File: config.mk
export PLATFORM = sky130hd
export DESIGN_NAME = ioj_exec_unit
export DESIGN_NICKNAME = d
export VERILOG_FILES = /design/src/hdl/ioj_pkg.sv /design/src/hdl/ioj_ifs.sv /design/src/hdl/ioj_axil_slave.sv /design/src/hdl/ioj_decoder.sv /design/src/hdl/ioj_exec_unit.sv
export SDC_FILE = /design/constraint.sdc
export NUM_CORES = 1
export LEC_CHECK = 0
export BUFFER_PORTS_ARGS = -buffer_cell sky130_fd_sc_hd__buf_4
export CAP_MARGIN = 20
export CELL_PAD_IN_SITES_DETAIL_PLACEMENT = 0
export CELL_PAD_IN_SITES_GLOBAL_PLACEMENT = 1
export CORE_UTILIZATION = 42
export CTS_CLUSTER_DIAMETER = 80
export DETAILED_ROUTE_END_ITERATION = 12
export GPL_TIMING_DRIVEN = 1
export PLACE_DENSITY = 0.82
export SYNTH_ARGS = -nofsm -noshare
export SYNTH_HDL_FRONTEND = slang
export SYNTH_SLANG_ARGS = --single-unit
File: constraint.sdc
create_clock -name core_clk -period 3 [get_ports core_clk]
set_clock_uncertainty 0.2 [all_clocks]
set_input_delay 0.3 -clock core_clk [delete_from_list [all_inputs] [get_ports core_clk]]
set_output_delay 0.3 -clock core_clk [all_outputs]
set_load 0.01 [all_outputs]
File: src/hdl/ioj_pkg.sv
// constants, types and helpers shared by the block input / jump unit
package ioj_pkg;
  // ************************************************************
  // instruction encodings
  // ************************************************************
  localparam logic [7:0] OP_EXT = 8'hed;
  localparam logic [7:0] OP_C_STEP = 8'h82;
  localparam logic [7:0] OP_C_REP = 8'h92;
  localparam logic [7:0] OP_PAIR_REP = 8'hb2;
  localparam logic [7:0] OP_FIXED_REP = 8'hc2;
  localparam logic [7:0] OP_STEP_REP = 8'h94;
  localparam logic [7:0] OP_JP_MASK = 8'hc7;
  localparam logic [7:0] OP_JP_MATCH = 8'hc2;
  localparam logic [7:0] PFX_NONE = 8'h00;
  localparam logic [7:0] PFX_SHORT = 8'h52;
  localparam logic [7:0] PFX_LONG = 8'h49;
  localparam logic [7:0] PFX_JP_SHORT = 8'h40;
  localparam logic [7:0] PFX_JP_LONG = 8'h5b;
  // ************************************************************
  // register map and field positions
  // ************************************************************
  localparam logic [11:0] OFF_CTRL = 12'h000;
  localparam logic [11:0] OFF_INSN = 12'h004;
  localparam logic [11:0] OFF_OPER = 12'h008;
  localparam logic [11:0] OFF_BC = 12'h00c;
  localparam logic [11:0] OFF_DE = 12'h010;
  localparam logic [11:0] OFF_HL = 12'h014;
  localparam logic [11:0] OFF_PC = 12'h018;
  localparam logic [11:0] OFF_FLAGS = 12'h01c;
  localparam logic [11:0] OFF_MODE = 12'h020;
  localparam logic [11:0] OFF_CYCLES = 12'h024;
  localparam logic [11:0] OFF_FETCH = 12'h028;
  localparam int CTRL_START = 0;
  localparam int ST_BUSY = 0;
  localparam int ST_DONE = 1;
  localparam int ST_ILLEGAL = 2;
  localparam int ST_TAKEN = 3;
  localparam int FLAG_S = 7;
  localparam int FLAG_Z = 6;
  localparam int FLAG_PV = 2;
  localparam int FLAG_N = 1;
  localparam int FLAG_C = 0;
  localparam int MODE_WIDE = 0;
  localparam int MODE_BASE_LSB = 8;
  localparam logic [7:0] RST_FLAGS = 8'h00;
  localparam logic [7:0] RST_BASE_PAGE = 8'h00;
  localparam logic RST_WIDE = 1'b0;
  localparam logic [1:0] RESP_OKAY = 2'b00;
  localparam logic [1:0] RESP_DECERR = 2'b11;
  // ************************************************************
  // timing in core clock cycles
  // ************************************************************
  localparam logic [2:0] CYC_IN_PRE = 3'h2;
  localparam logic [2:0] CYC_JP_SHORT = 3'h3;
  localparam logic [2:0] CYC_JP_LONG = 3'h4;
  // ************************************************************
  // types
  // ************************************************************
  typedef enum logic [2:0] {
    K_NONE = 3'b000, K_C_STEP = 3'b001, K_C_REP = 3'b010,
    K_PAIR_REP = 3'b011, K_FIXED_REP = 3'b100, K_STEP_REP = 3'b101,
    K_JUMP = 3'b110
  } ioj_kind_t;
  typedef enum logic [2:0] {
    S_IDLE = 3'b000, S_PRE = 3'b001, S_IORD = 3'b010,
    S_MEMWR = 3'b011, S_STEP = 3'b100, S_JUMP = 3'b101
  } ioj_state_t;
  // word aligned and inside the map
  function automatic logic ioj_mapped(input logic [11:0] a);
    return (a[1:0] == 2'b00) && (a <= OFF_FETCH);
  endfunction
endpackage
File: src/hdl/ioj_ifs.sv
// carriers between the unit core, its decoder and its bus slave
`timescale 1ns/1ps
interface ioj_regs_if;
  logic wr_en;
  logic [11:0] wr_addr;
  logic [31:0] wr_data;
  logic [3:0] wr_strb;
  logic [11:0] rd_addr;
  logic [31:0] rd_data;
  modport slv (output wr_en, wr_addr, wr_data, wr_strb, rd_addr,
               input rd_data);
  modport core (input wr_en, wr_addr, wr_data, wr_strb, rd_addr,
                output rd_data);
endinterface

interface ioj_dec_if;
  import ioj_pkg::*;
  logic [7:0] prefix;
  logic [7:0] op0;
  logic [7:0] op1;
  logic wide_mode;
  ioj_kind_t kind;
  logic long_data;
  logic prefixed;
  logic illegal;
  logic [2:0] cond_sel;
  modport dec (input prefix, op0, op1, wide_mode,
               output kind, long_data, prefixed, illegal, cond_sel);
  modport core (output prefix, op0, op1, wide_mode,
                input kind, long_data, prefixed, illegal, cond_sel);
endinterface

File: src/hdl/ioj_axil_slave.sv
// axi4-lite slave front end for the unit registers
`timescale 1ns/1ps
module ioj_axil_slave
  import ioj_pkg::*;
(
  // clock and reset
  input wire logic core_clk,
  input wire logic reset_n,
  // axi4-lite
  input wire logic [11:0] s_awaddr,
  input wire logic s_awvalid,
  output logic s_awready,
  input wire logic [31:0] s_wdata,
  input wire logic [3:0] s_wstrb,
  input wire logic s_wvalid,
  output logic s_wready,
  output logic [1:0] s_bresp,
  output logic s_bvalid,
  input wire logic s_bready,
  input wire logic [11:0] s_araddr,
  input wire logic s_arvalid,
  output logic s_arready,
  output logic [31:0] s_rdata,
  output logic [1:0] s_rresp,
  output logic s_rvalid,
  input wire logic s_rready,
  // register port
  ioj_regs_if.slv rb
);
  // read data is picked combinationally from the live address
  assign rb.rd_addr = s_araddr;

  // write path: address and data taken in either order
  always_ff @(posedge core_clk or negedge reset_n)
  begin
    if (!reset_n)
    begin
      s_awready <= 1'b1;
      s_wready <= 1'b1;
      s_bvalid <= 1'b0;
      s_bresp <= RESP_OKAY;
      rb.wr_en <= 1'b0;
      rb.wr_addr <= 12'h000;
      rb.wr_data <= 32'h0000_0000;
      rb.wr_strb <= 4'h0;
    end
    else
    begin
      rb.wr_en <= 1'b0;
      if (s_awvalid && s_awready)
      begin
        rb.wr_addr <= s_awaddr;
        s_awready <= 1'b0;
      end
      if (s_wvalid && s_wready)
      begin
        rb.wr_data <= s_wdata;
        rb.wr_strb <= s_wstrb;
        s_wready <= 1'b0;
      end
      if (!s_awready && !s_wready && !s_bvalid)
      begin
        rb.wr_en <= ioj_mapped(rb.wr_addr);
        s_bresp <= ioj_mapped(rb.wr_addr) ? RESP_OKAY : RESP_DECERR;
        s_bvalid <= 1'b1;
      end
      if (s_bvalid && s_bready)
      begin
        s_bvalid <= 1'b0;
        s_awready <= 1'b1;
        s_wready <= 1'b1;
      end
    end
  end

  // read path: one cycle from address to data
  always_ff @(posedge core_clk or negedge reset_n)
  begin
    if (!reset_n)
    begin
      s_arready <= 1'b1;
      s_rvalid <= 1'b0;
      s_rdata <= 32'h0000_0000;
      s_rresp <= RESP_OKAY;
    end
    else if (s_arvalid && s_arready)
    begin
      s_rdata <= rb.rd_data;
      s_rresp <= ioj_mapped(s_araddr) ? RESP_OKAY : RESP_DECERR;
      s_rvalid <= 1'b1;
      s_arready <= 1'b0;
    end
    else if (s_rvalid && s_rready)
    begin
      s_rvalid <= 1'b0;
      s_arready <= 1'b1;
    end
  end
endmodule

File: src/hdl/ioj_decoder.sv
// instruction and suffix decoder
`timescale 1ns/1ps
module ioj_decoder
  import ioj_pkg::*;
(
  // decode request and result
  ioj_dec_if.dec d
);
  logic is_in;
  logic is_jp;

  // opcode class, width and legality
  always_comb
  begin
    d.kind = K_NONE;
    d.cond_sel = d.op0[5:3];
    is_jp = (d.op0 & OP_JP_MASK) == OP_JP_MATCH;
    is_in = d.op0 == OP_EXT;
    if (is_in)
    begin
      case (d.op1)
        OP_C_STEP: d.kind = K_C_STEP;
        OP_C_REP: d.kind = K_C_REP;
        OP_PAIR_REP: d.kind = K_PAIR_REP;
        OP_FIXED_REP: d.kind = K_FIXED_REP;
        OP_STEP_REP: d.kind = K_STEP_REP;
        default: d.kind = K_NONE;
      endcase
    end
    else if (is_jp)
      d.kind = K_JUMP;
    d.prefixed = d.prefix != PFX_NONE;
    d.long_data = d.wide_mode;
    d.illegal = d.kind == K_NONE;
    if (d.kind == K_JUMP)
    begin
      if (d.prefix == PFX_JP_SHORT) d.long_data = 1'b0;
      else if (d.prefix == PFX_JP_LONG) d.long_data = 1'b1;
      else if (d.prefixed) d.illegal = 1'b1;
    end
    else if (d.prefix == PFX_SHORT) d.long_data = 1'b0;
    else if (d.prefix == PFX_LONG) d.long_data = 1'b1;
    else if (d.prefixed) d.illegal = 1'b1;
  end
endmodule

File: src/hdl/ioj_exec_unit.sv
// block input and conditional jump execution unit
//
// The register offsets and the AXI4-Lite interface to the registers are this design's own decisions.
`timescale 1ns/1ps
module ioj_exec_unit
  import ioj_pkg::*;
(
  // clock and reset
  input wire logic core_clk,
  input wire logic reset_n,
  // axi4-lite register bus
  input wire logic [11:0] s_awaddr,
  input wire logic s_awvalid,
  output logic s_awready,
  input wire logic [31:0] s_wdata,
  input wire logic [3:0] s_wstrb,
  input wire logic s_wvalid,
  output logic s_wready,
  output logic [1:0] s_bresp,
  output logic s_bvalid,
  input wire logic s_bready,
  input wire logic [11:0] s_araddr,
  input wire logic s_arvalid,
  output logic s_arready,
  output logic [31:0] s_rdata,
  output logic [1:0] s_rresp,
  output logic s_rvalid,
  input wire logic s_rready,
  // i/o read port
  output logic [23:0] io_addr,
  output logic io_rd,
  input wire logic [7:0] io_rdata,
  // memory write port
  output logic [23:0] mem_addr,
  output logic [7:0] mem_wdata,
  output logic mem_wr
);
  // ************************************************************
  // state
  // ************************************************************
  ioj_state_t state_reg;
  logic [2:0] cnt_reg;
  logic [19:0] cyc_reg;
  logic [15:0] bc_reg;
  logic [15:0] de_reg;
  logic [23:0] hl_reg;
  logic [23:0] pc_reg;
  logic [7:0] flags_reg;
  logic wide_reg;
  logic [7:0] base_reg;
  logic [23:0] insn_reg;
  logic [23:0] oper_reg;
  logic [7:0] data_reg;
  logic done_reg;
  logic illegal_reg;
  logic taken_reg;
  logic [31:0] wr_word;
  logic idle;
  logic sw_wr;
  logic start;
  logic again;
  logic finish;
  logic jump_end;
  logic cond_true;
  logic [2:0] jp_total;
  logic [2:0] pre_total;
  logic [7:0] b_dec;
  logic [15:0] bc_dec;

  ioj_regs_if rb ();
  ioj_dec_if dec ();

  // ************************************************************
  // helpers
  // ************************************************************
  // full address: 24-bit pointer in wide mode, else page plus 16 bits
  function automatic logic [23:0] ext_ptr(input logic wide,
                                          input logic [7:0] page,
                                          input logic [23:0] ptr);
    return wide ? ptr : {page, ptr[15:0]};
  endfunction

  // pointer step keeps the upper byte when only 16 bits are live
  function automatic logic [23:0] ptr_inc(input logic wide,
                                          input logic [23:0] ptr);
    logic [23:0] sum;
    sum = ptr + 24'h000001;
    return wide ? sum : {ptr[23:16], sum[15:0]};
  endfunction

  function automatic logic cond_eval(input logic [7:0] f,
                                     input logic [2:0] sel);
    logic flag;
    case (sel[2:1])
      2'b00: flag = f[FLAG_Z];
      2'b01: flag = f[FLAG_C];
      2'b10: flag = f[FLAG_PV];
      default: flag = f[FLAG_S];
    endcase
    return sel[0] ? flag : ~flag;
  endfunction

  function automatic logic [31:0] merge(input logic [31:0] old,
                                        input logic [31:0] nw,
                                        input logic [3:0] strb);
    logic [31:0] res;
    res = old;
    for (int i = 0; i < 4; i++)
      if (strb[i]) res[i*8 +: 8] = nw[i*8 +: 8];
    return res;
  endfunction

  // register read view, shared by the bus and the byte-lane merge
  function automatic logic [31:0] read_word(input logic [11:0] a);
    logic [31:0] v;
    v = 32'h0000_0000;
    case (a)
      OFF_CTRL:
      begin
        v[ST_BUSY] = state_reg != S_IDLE;
        v[ST_DONE] = done_reg;
        v[ST_ILLEGAL] = illegal_reg;
        v[ST_TAKEN] = taken_reg;
      end
      OFF_INSN: v[23:0] = insn_reg;
      OFF_OPER: v[23:0] = oper_reg;
      OFF_BC: v[15:0] = bc_reg;
      OFF_DE: v[15:0] = de_reg;
      OFF_HL: v[23:0] = hl_reg;
      OFF_PC: v[23:0] = pc_reg;
      OFF_FLAGS: v[7:0] = flags_reg;
      OFF_MODE:
      begin
        v[MODE_WIDE] = wide_reg;
        v[MODE_BASE_LSB +: 8] = base_reg;
      end
      OFF_CYCLES: v[19:0] = cyc_reg;
      OFF_FETCH: v[23:0] = ext_ptr(wide_reg, base_reg, pc_reg);
      default: v = 32'h0000_0000;
    endcase
    return v;
  endfunction

  // ************************************************************
  // bus slave and decoder
  // ************************************************************
  ioj_axil_slave ioj_axil_slave_inst (
    .core_clk (core_clk),
    .reset_n (reset_n),
    .s_awaddr (s_awaddr),
    .s_awvalid (s_awvalid),
    .s_awready (s_awready),
    .s_wdata (s_wdata),
    .s_wstrb (s_wstrb),
    .s_wvalid (s_wvalid),
    .s_wready (s_wready),
    .s_bresp (s_bresp),
    .s_bvalid (s_bvalid),
    .s_bready (s_bready),
    .s_araddr (s_araddr),
    .s_arvalid (s_arvalid),
    .s_arready (s_arready),
    .s_rdata (s_rdata),
    .s_rresp (s_rresp),
    .s_rvalid (s_rvalid),
    .s_rready (s_rready),
    .rb (rb)
  );

  ioj_decoder ioj_decoder_inst (
    .d (dec)
  );

  // instruction word: prefix in byte 0, opcode bytes above it
  assign dec.prefix = insn_reg[7:0];
  assign dec.op0 = insn_reg[15:8];
  assign dec.op1 = insn_reg[23:16];
  assign dec.wide_mode = wide_reg;

  // a process, not an assign: the view must follow every register it reads
  always_comb
  begin
    rb.rd_data = read_word(rb.rd_addr);
  end

  // ************************************************************
  // control decisions
  // ************************************************************
  always_comb
  begin
    idle = state_reg == S_IDLE;
    // software may only retarget the unit while it is idle
    sw_wr = rb.wr_en && idle;
    wr_word = merge(read_word(rb.wr_addr), rb.wr_data, rb.wr_strb);
    start = sw_wr && rb.wr_addr == OFF_CTRL && rb.wr_strb[0] &&
            rb.wr_data[CTRL_START];
    b_dec = bc_reg[15:8] - 8'h01;
    bc_dec = bc_reg - 16'h0001;
    cond_true = cond_eval(flags_reg, dec.cond_sel);
    jp_total = (dec.long_data ? CYC_JP_LONG : CYC_JP_SHORT) +
               {2'b00, dec.prefixed} + {2'b00, cond_true};
    // overhead ahead of the first pass
    pre_total = CYC_IN_PRE + {2'b00, dec.prefixed};
    // loop while the count stays nonzero
    case (dec.kind)
      K_C_REP, K_PAIR_REP: again = b_dec != 8'h00;
      K_FIXED_REP, K_STEP_REP: again = bc_dec != 16'h0000;
      default: again = 1'b0;
    endcase
    jump_end = state_reg == S_JUMP && cnt_reg == 3'h0;
    finish = (state_reg == S_STEP && !again) || jump_end;
  end

  // ************************************************************
  // sequencer
  // ************************************************************
  // each pass is read, write, update: three cycles
  always_ff @(posedge core_clk or negedge reset_n)
  begin
    if (!reset_n)
    begin
      state_reg <= S_IDLE;
      cnt_reg <= 3'h0;
      cyc_reg <= 20'h00000;
    end
    else
    begin
      if (!idle)
        cyc_reg <= cyc_reg + 20'h00001;
      case (state_reg)
        S_IDLE:
          if (start && !dec.illegal)
          begin
            cyc_reg <= 20'h00000;
            // untaken jump drops the extra cycle
            if (dec.kind == K_JUMP)
            begin
              state_reg <= S_JUMP;
              cnt_reg <= jp_total - 3'h1;
            end
            else
            begin
              state_reg <= S_PRE;
              cnt_reg <= pre_total - 3'h1;
            end
          end
        S_PRE:
          if (cnt_reg == 3'h0) state_reg <= S_IORD;
          else cnt_reg <= cnt_reg - 3'h1;
        S_IORD: state_reg <= S_MEMWR;
        S_MEMWR: state_reg <= S_STEP;
        S_STEP: state_reg <= again ? S_IORD : S_IDLE;
        S_JUMP:
          if (cnt_reg == 3'h0) state_reg <= S_IDLE;
          else cnt_reg <= cnt_reg - 3'h1;
        default: state_reg <= S_IDLE;
      endcase
    end
  end

  // ************************************************************
  // bus pins
  // ************************************************************
  // strobes are one-cycle pulses; data is sampled at the end of io_rd
  always_ff @(posedge core_clk or negedge reset_n)
  begin
    if (!reset_n)
    begin
      io_addr <= 24'h000000;
      io_rd <= 1'b0;
      mem_addr <= 24'h000000;
      mem_wdata <= 8'h00;
      mem_wr <= 1'b0;
      data_reg <= 8'h00;
    end
    else
    begin
      io_rd <= 1'b0;
      mem_wr <= 1'b0;
      if (state_reg == S_IORD)
      begin
        io_rd <= 1'b1;
        // upper byte is don't-care; held at zero here
        case (dec.kind)
          // c on low byte, zero above
          K_C_STEP, K_C_REP: io_addr <= {16'h0000, bc_reg[7:0]};
          K_PAIR_REP: io_addr <= {8'h00, bc_reg};
          default: io_addr <= {8'h00, de_reg};
        endcase
      end
      // byte goes to memory at hl after the read
      if (state_reg == S_MEMWR)
      begin
        data_reg <= io_rdata;
        mem_wdata <= io_rdata;
        mem_addr <= ext_ptr(dec.long_data, base_reg, hl_reg);
        mem_wr <= 1'b1;
      end
    end
  end

  // ************************************************************
  // architectural registers
  // ************************************************************
  always_ff @(posedge core_clk or negedge reset_n)
  begin
    if (!reset_n)
    begin
      bc_reg <= 16'h0000;
      de_reg <= 16'h0000;
      hl_reg <= 24'h000000;
      pc_reg <= 24'h000000;
      flags_reg <= RST_FLAGS;
      wide_reg <= RST_WIDE;
      base_reg <= RST_BASE_PAGE;
      insn_reg <= 24'h000000;
      oper_reg <= 24'h000000;
    end
    else if (sw_wr)
    begin
      case (rb.wr_addr)
        OFF_INSN: insn_reg <= wr_word[23:0];
        OFF_OPER: oper_reg <= wr_word[23:0];
        OFF_BC: bc_reg <= wr_word[15:0];
        OFF_DE: de_reg <= wr_word[15:0];
        OFF_HL: hl_reg <= wr_word[23:0];
        OFF_PC: pc_reg <= wr_word[23:0];
        OFF_FLAGS: flags_reg <= wr_word[7:0];
        OFF_MODE:
        begin
          wide_reg <= wr_word[MODE_WIDE];
          base_reg <= wr_word[MODE_BASE_LSB +: 8];
        end
        default: wide_reg <= wide_reg;
      endcase
    end
    else if (state_reg == S_STEP)
    begin
      hl_reg <= ptr_inc(dec.long_data, hl_reg);
      // subtract flag mirrors data bit 7
      flags_reg[FLAG_N] <= data_reg[7];
      case (dec.kind)
        // b down, c up, zero from new b
        K_C_STEP, K_C_REP:
        begin
          bc_reg <= {b_dec, bc_reg[7:0] + 8'h01};
          flags_reg[FLAG_Z] <= b_dec == 8'h00;
        end
        K_PAIR_REP:
        begin
          bc_reg[15:8] <= b_dec;
          flags_reg[FLAG_Z] <= b_dec == 8'h00;
        end
        K_FIXED_REP:
        begin
          bc_reg <= bc_dec;
          flags_reg[FLAG_Z] <= bc_dec == 16'h0000;
        end
        K_STEP_REP:
        begin
          bc_reg <= bc_dec;
          de_reg <= de_reg + 16'h0001;
          flags_reg[FLAG_Z] <= bc_dec == 16'h0000;
        end
        default: bc_reg <= bc_reg;
      endcase
    end
    else if (jump_end && cond_true)
    begin
      if (dec.long_data)
      begin
        pc_reg <= oper_reg;
        wide_reg <= 1'b1;
      end
      else
      begin
        // low 16 bits, wide mode off
        pc_reg[15:0] <= oper_reg[15:0];
        wide_reg <= 1'b0;
      end
    end
  end

  // ************************************************************
  // status
  // ************************************************************
  // a legal start clears the old outcome, an illegal one sets done and illegal; completion sets it again
  always_ff @(posedge core_clk or negedge reset_n)
  begin
    if (!reset_n)
    begin
      done_reg <= 1'b0;
      illegal_reg <= 1'b0;
      taken_reg <= 1'b0;
    end
    else if (start)
    begin
      done_reg <= dec.illegal;
      illegal_reg <= dec.illegal;
      taken_reg <= 1'b0;
    end
    else if (finish)
    begin
      done_reg <= 1'b1;
      taken_reg <= jump_end && cond_true;
    end
  end
endmodule

==> metrics.yaml <==
pwr:
  cellPowerDensity_nw_per_um2: 569
  power.switching_mw: 4.05
  switching_share: 0.328
  internal_power_mw: 8.31
  clockPowerShare: 0.362
  p_leak_nw: 9.28
  ir_worst_vdd_v: 0.000460
  total_power_mw: 12.4
  p_comb_frac: 0.256
  power_frac_seq: 0.382
layout:
  drive_gt1_frac: 0.255
  regArea_um2: 7390
  syn2layout_area_growth_pct: 28.5
  stdcell_area_um2: 21700
  nets: 2241
  final_cell_count_no_fill: 2706
  n_antenna_cell: 0
  n_fill_cell: 3577
  multi_input_area_um2: 8870
clock_network:
  clk_latency_ns: 0.57
  clk_path_buf_depth: 3
  path_clk_slew_ns: 0.06
  cts-root-buf: "clkbuf_16"
  cts_buffers: 36
  cts_max_level: 2
  cts_tree: "yes"
  cts.sinks: 295
critical_path:
  cp_max_fo: 5
  crit_arrival_ns: 3.13
  cp-end-kind: "flip-flop"
  rrSetupSlack_ns: 0.10
  required_ns: 3.23
  startpoint: "bc_reg[1]$_DFFE_PN0P_"
  cp-start-kind: "flip-flop"
  r2r_start: "bc_reg[1]$_DFFE_PN0P_"
  rr_endpoint: "flags_reg[6]$_DFFE_PN0P_"
  r2r_cells: 10
  path_class: "flip-flop to flip-flop"
min_path:
  hold_path_startpoint: "s_araddr[2]"
  min_path_type: "input pin to flip-flop"
  hold_end: "ioj_axil_slave_inst.s_rdata[20]$_DFFE_PN0P_"
  hold_depth: 4
place:
  io_buffers: 148
  dp_cells: 2586
  post-dp-hpwl_um: 52700
  place_area_um2: 19900
  post-place-ws_ns: -0.00682
  gp_congestion: 0.993
route:
  vias: 17212
  routed_wl_um: 71500
  wire_per_inst_um: 26.4
  drt-initial-drc-count: 1892
  vias_per_cell: 6.36
  ant_nets: 0
  drc: 0
  drt-pass1-iter-count: 8
sta:
  grt_setup_unrepaired: "no"
  relSlewSlack: 0.424
  min_period_over_period: 0.966
  fin_crit_ns: 2.90
  drv_slew: 0
  hold_violations: 0
  setup_viol_count_final: 0
  setup_slack_ns: 0.101
  fmax_ghz: 0.345
  tightest_slew_ns: 0.862
global_route:
  grt_use_total: 0.348
  gr-max-usage-layer: "met2"
  grtUsageMet2: 0.524
  grt_max_degree: 82
  grt_pass1_vias: 16713
  grt_util_met1: 0.477
  antenna_found_initial: 2
  grt_pass1_wl_um: 107000
  overflow: 0
  use_met3: 0.0831
synthesis:
  synth-warning-count: 0
  syn_area_um2: 16900
  syn_area_per_cell_um2: 9.20
  synth-seq-cells: 295
  synth_ff_type: "dfrtp_1"
  synth-edff-count: 0
  synth-async-reset-ratio: 1.00
  syn_inst: 1837
  ys_seq_area_frac: 0.437
  synth_cell_types: 93
floorplanning:
  placementRows: 73
  fp.dieH_um: 203
  start_util: 0.425
  top_level_ports: 174
  core_area_um2: 39700
  die_area_um2: 41000
  die_x_um: 203
run:
  max_cap_viol_count: 0
status:
  status: "completed"
-- worst max-delay path, stage by stage (launching register included) --
cell and delay [ns]:
dfrtp_1 0.37, inv_1 0.07, ha_1 0.17, or4b_2 0.67, nor2_2 0.18, buf_4 0.17
mux2i_1 0.28, nor4_2 0.10, a32oi_1 0.30, buf_4 0.16, o221ai_1 0.10
-- layer usage --
layer | routed length [um] | vias up
li1 | - | 7533
met1 | 29100 | 8477
met3 | 7750 | 169
met5 | 12 | -
met4 | 3050 | 2
met2 | 31600 | 1031
-- how the worst max path moves through the flow --
stage	to	slack, ns	depth (start not counted)
after floorplan	state_reg[1]$_DFFE_PN0P_	0.08	9
after global placement	flags_reg[6]$_DFFE_PN0P_	0.05	10
after detailed placement	flags_reg[6]$_DFFE_PN0P_	-0.007	10
after CTS	flags_reg[6]$_DFFE_PN0P_	0.02	10
after global routing	cnt_reg[1]$_DFFE_PN0P_	0.01	10
final	flags_reg[6]$_DFFE_PN0P_	0.10	10
-- power groups by stage --
stage | clock, mW | combinational [mW] | sequential, mW
final | 4.47 | 3.17 | 4.72
after detailed placement | 0 | 2.97 | 4.76
after global placement | 0 | 2.93 | 4.74
after global routing | 4.67 | 3.32 | 4.75
after CTS | 4.53 | 3.06 | 4.69
after floorplan | 0 | 1.54 | 4.59
-- cell type report --
cell class,instances,area share
tap,525,0.0303
timing repair buffer,417,0.160
multi-input combinational,1373,0.409
sequential,295,0.340
clock inverter,10,0.00507
inverter,32,0.00553
clock buffer,54,0.0502
-- logic make-up after synthesis --
logic type	share of synthesized area
DFF	0.437
xor gates and xnor gates	0.0119
AOI/OAI and AO/OA	0.237
adders and majority gates	0.00859
buffers and inverters	0.0482
muxes	0.0753
other	0.000222
and+or+nand+nor	0.181
-- per-stage QoR --
stage	setup TNS [ns]	util	hold WS [ns]
floorplan	0	-	-0.196
global placement	0	0.500	0.181
detailed placement	-0.00682	0.500	0.164
CTS	0	0.545	0.102
global route	0	0.546	0.136
finish	0	0.546	0.134
-- cell usage after synthesis, types with 21 or more instances --
| cell | instances | area [um^2] |
|---|---|---|
| o21ai_0 | 165 | 826 |
| a31oi_1 | 36 | 225 |
| inv_1 | 31 | 116 |
| a222oi_1 | 34 | 340 |
| nor3_1 | 44 | 220 |
| nand4_1 | 26 | 163 |
| a22oi_1 | 44 | 330 |
| mux2_2 | 79 | 890 |
| mux2i_1 | 36 | 360 |
| nand3_1 | 47 | 235 |
| nor4_1 | 26 | 163 |
| clkbuf_1 | 106 | 398 |
| and3_1 | 21 | 131 |
| dfrtp_1 | 292 | 7310 |
| nor2_1 | 123 | 462 |
| nand2_1 | 228 | 856 |
| a21oi_1 | 107 | 536 |
-- layout by cell type (no fill, tap or decap), types with 13 or more instances in the layout --
cell type / n
buf_4: 344
dfrtp_1: 292
nand2_1: 227
o21ai_0: 165
nor2_1: 120
a21oi_1: 104
mux2_2: 79
dlygate4sd3_1: 56
nand3_1: 47
a22oi_1: 44
nor3_1: 42
clkbuf_16: 37
mux2i_1: 36
a31oi_1: 35
a222oi_1: 34
inv_1: 31
nand4_1: 26
nor4_1: 24
and3_1: 21
a21o_1: 20
a32oi_1: 18
o211ai_1: 18
xor2_1: 16
conb_1: 16
buf_12: 16
a221oi_1: 14
a22o_1: 14
nor2b_1: 13
o22ai_1: 13
-- timing repair --
action / in CTS / in global routing
setup endpoints to repair: 1 / 25
gates cloned: 0 / 0
buffers inserted: 0 / 0
gates resized for setup: 1 / 17
hold buffers: 56 / 0
endpoints found under the hold margin: 126 / 0
pin swaps: 0 / 2
(Power assumes the default switching activity.)
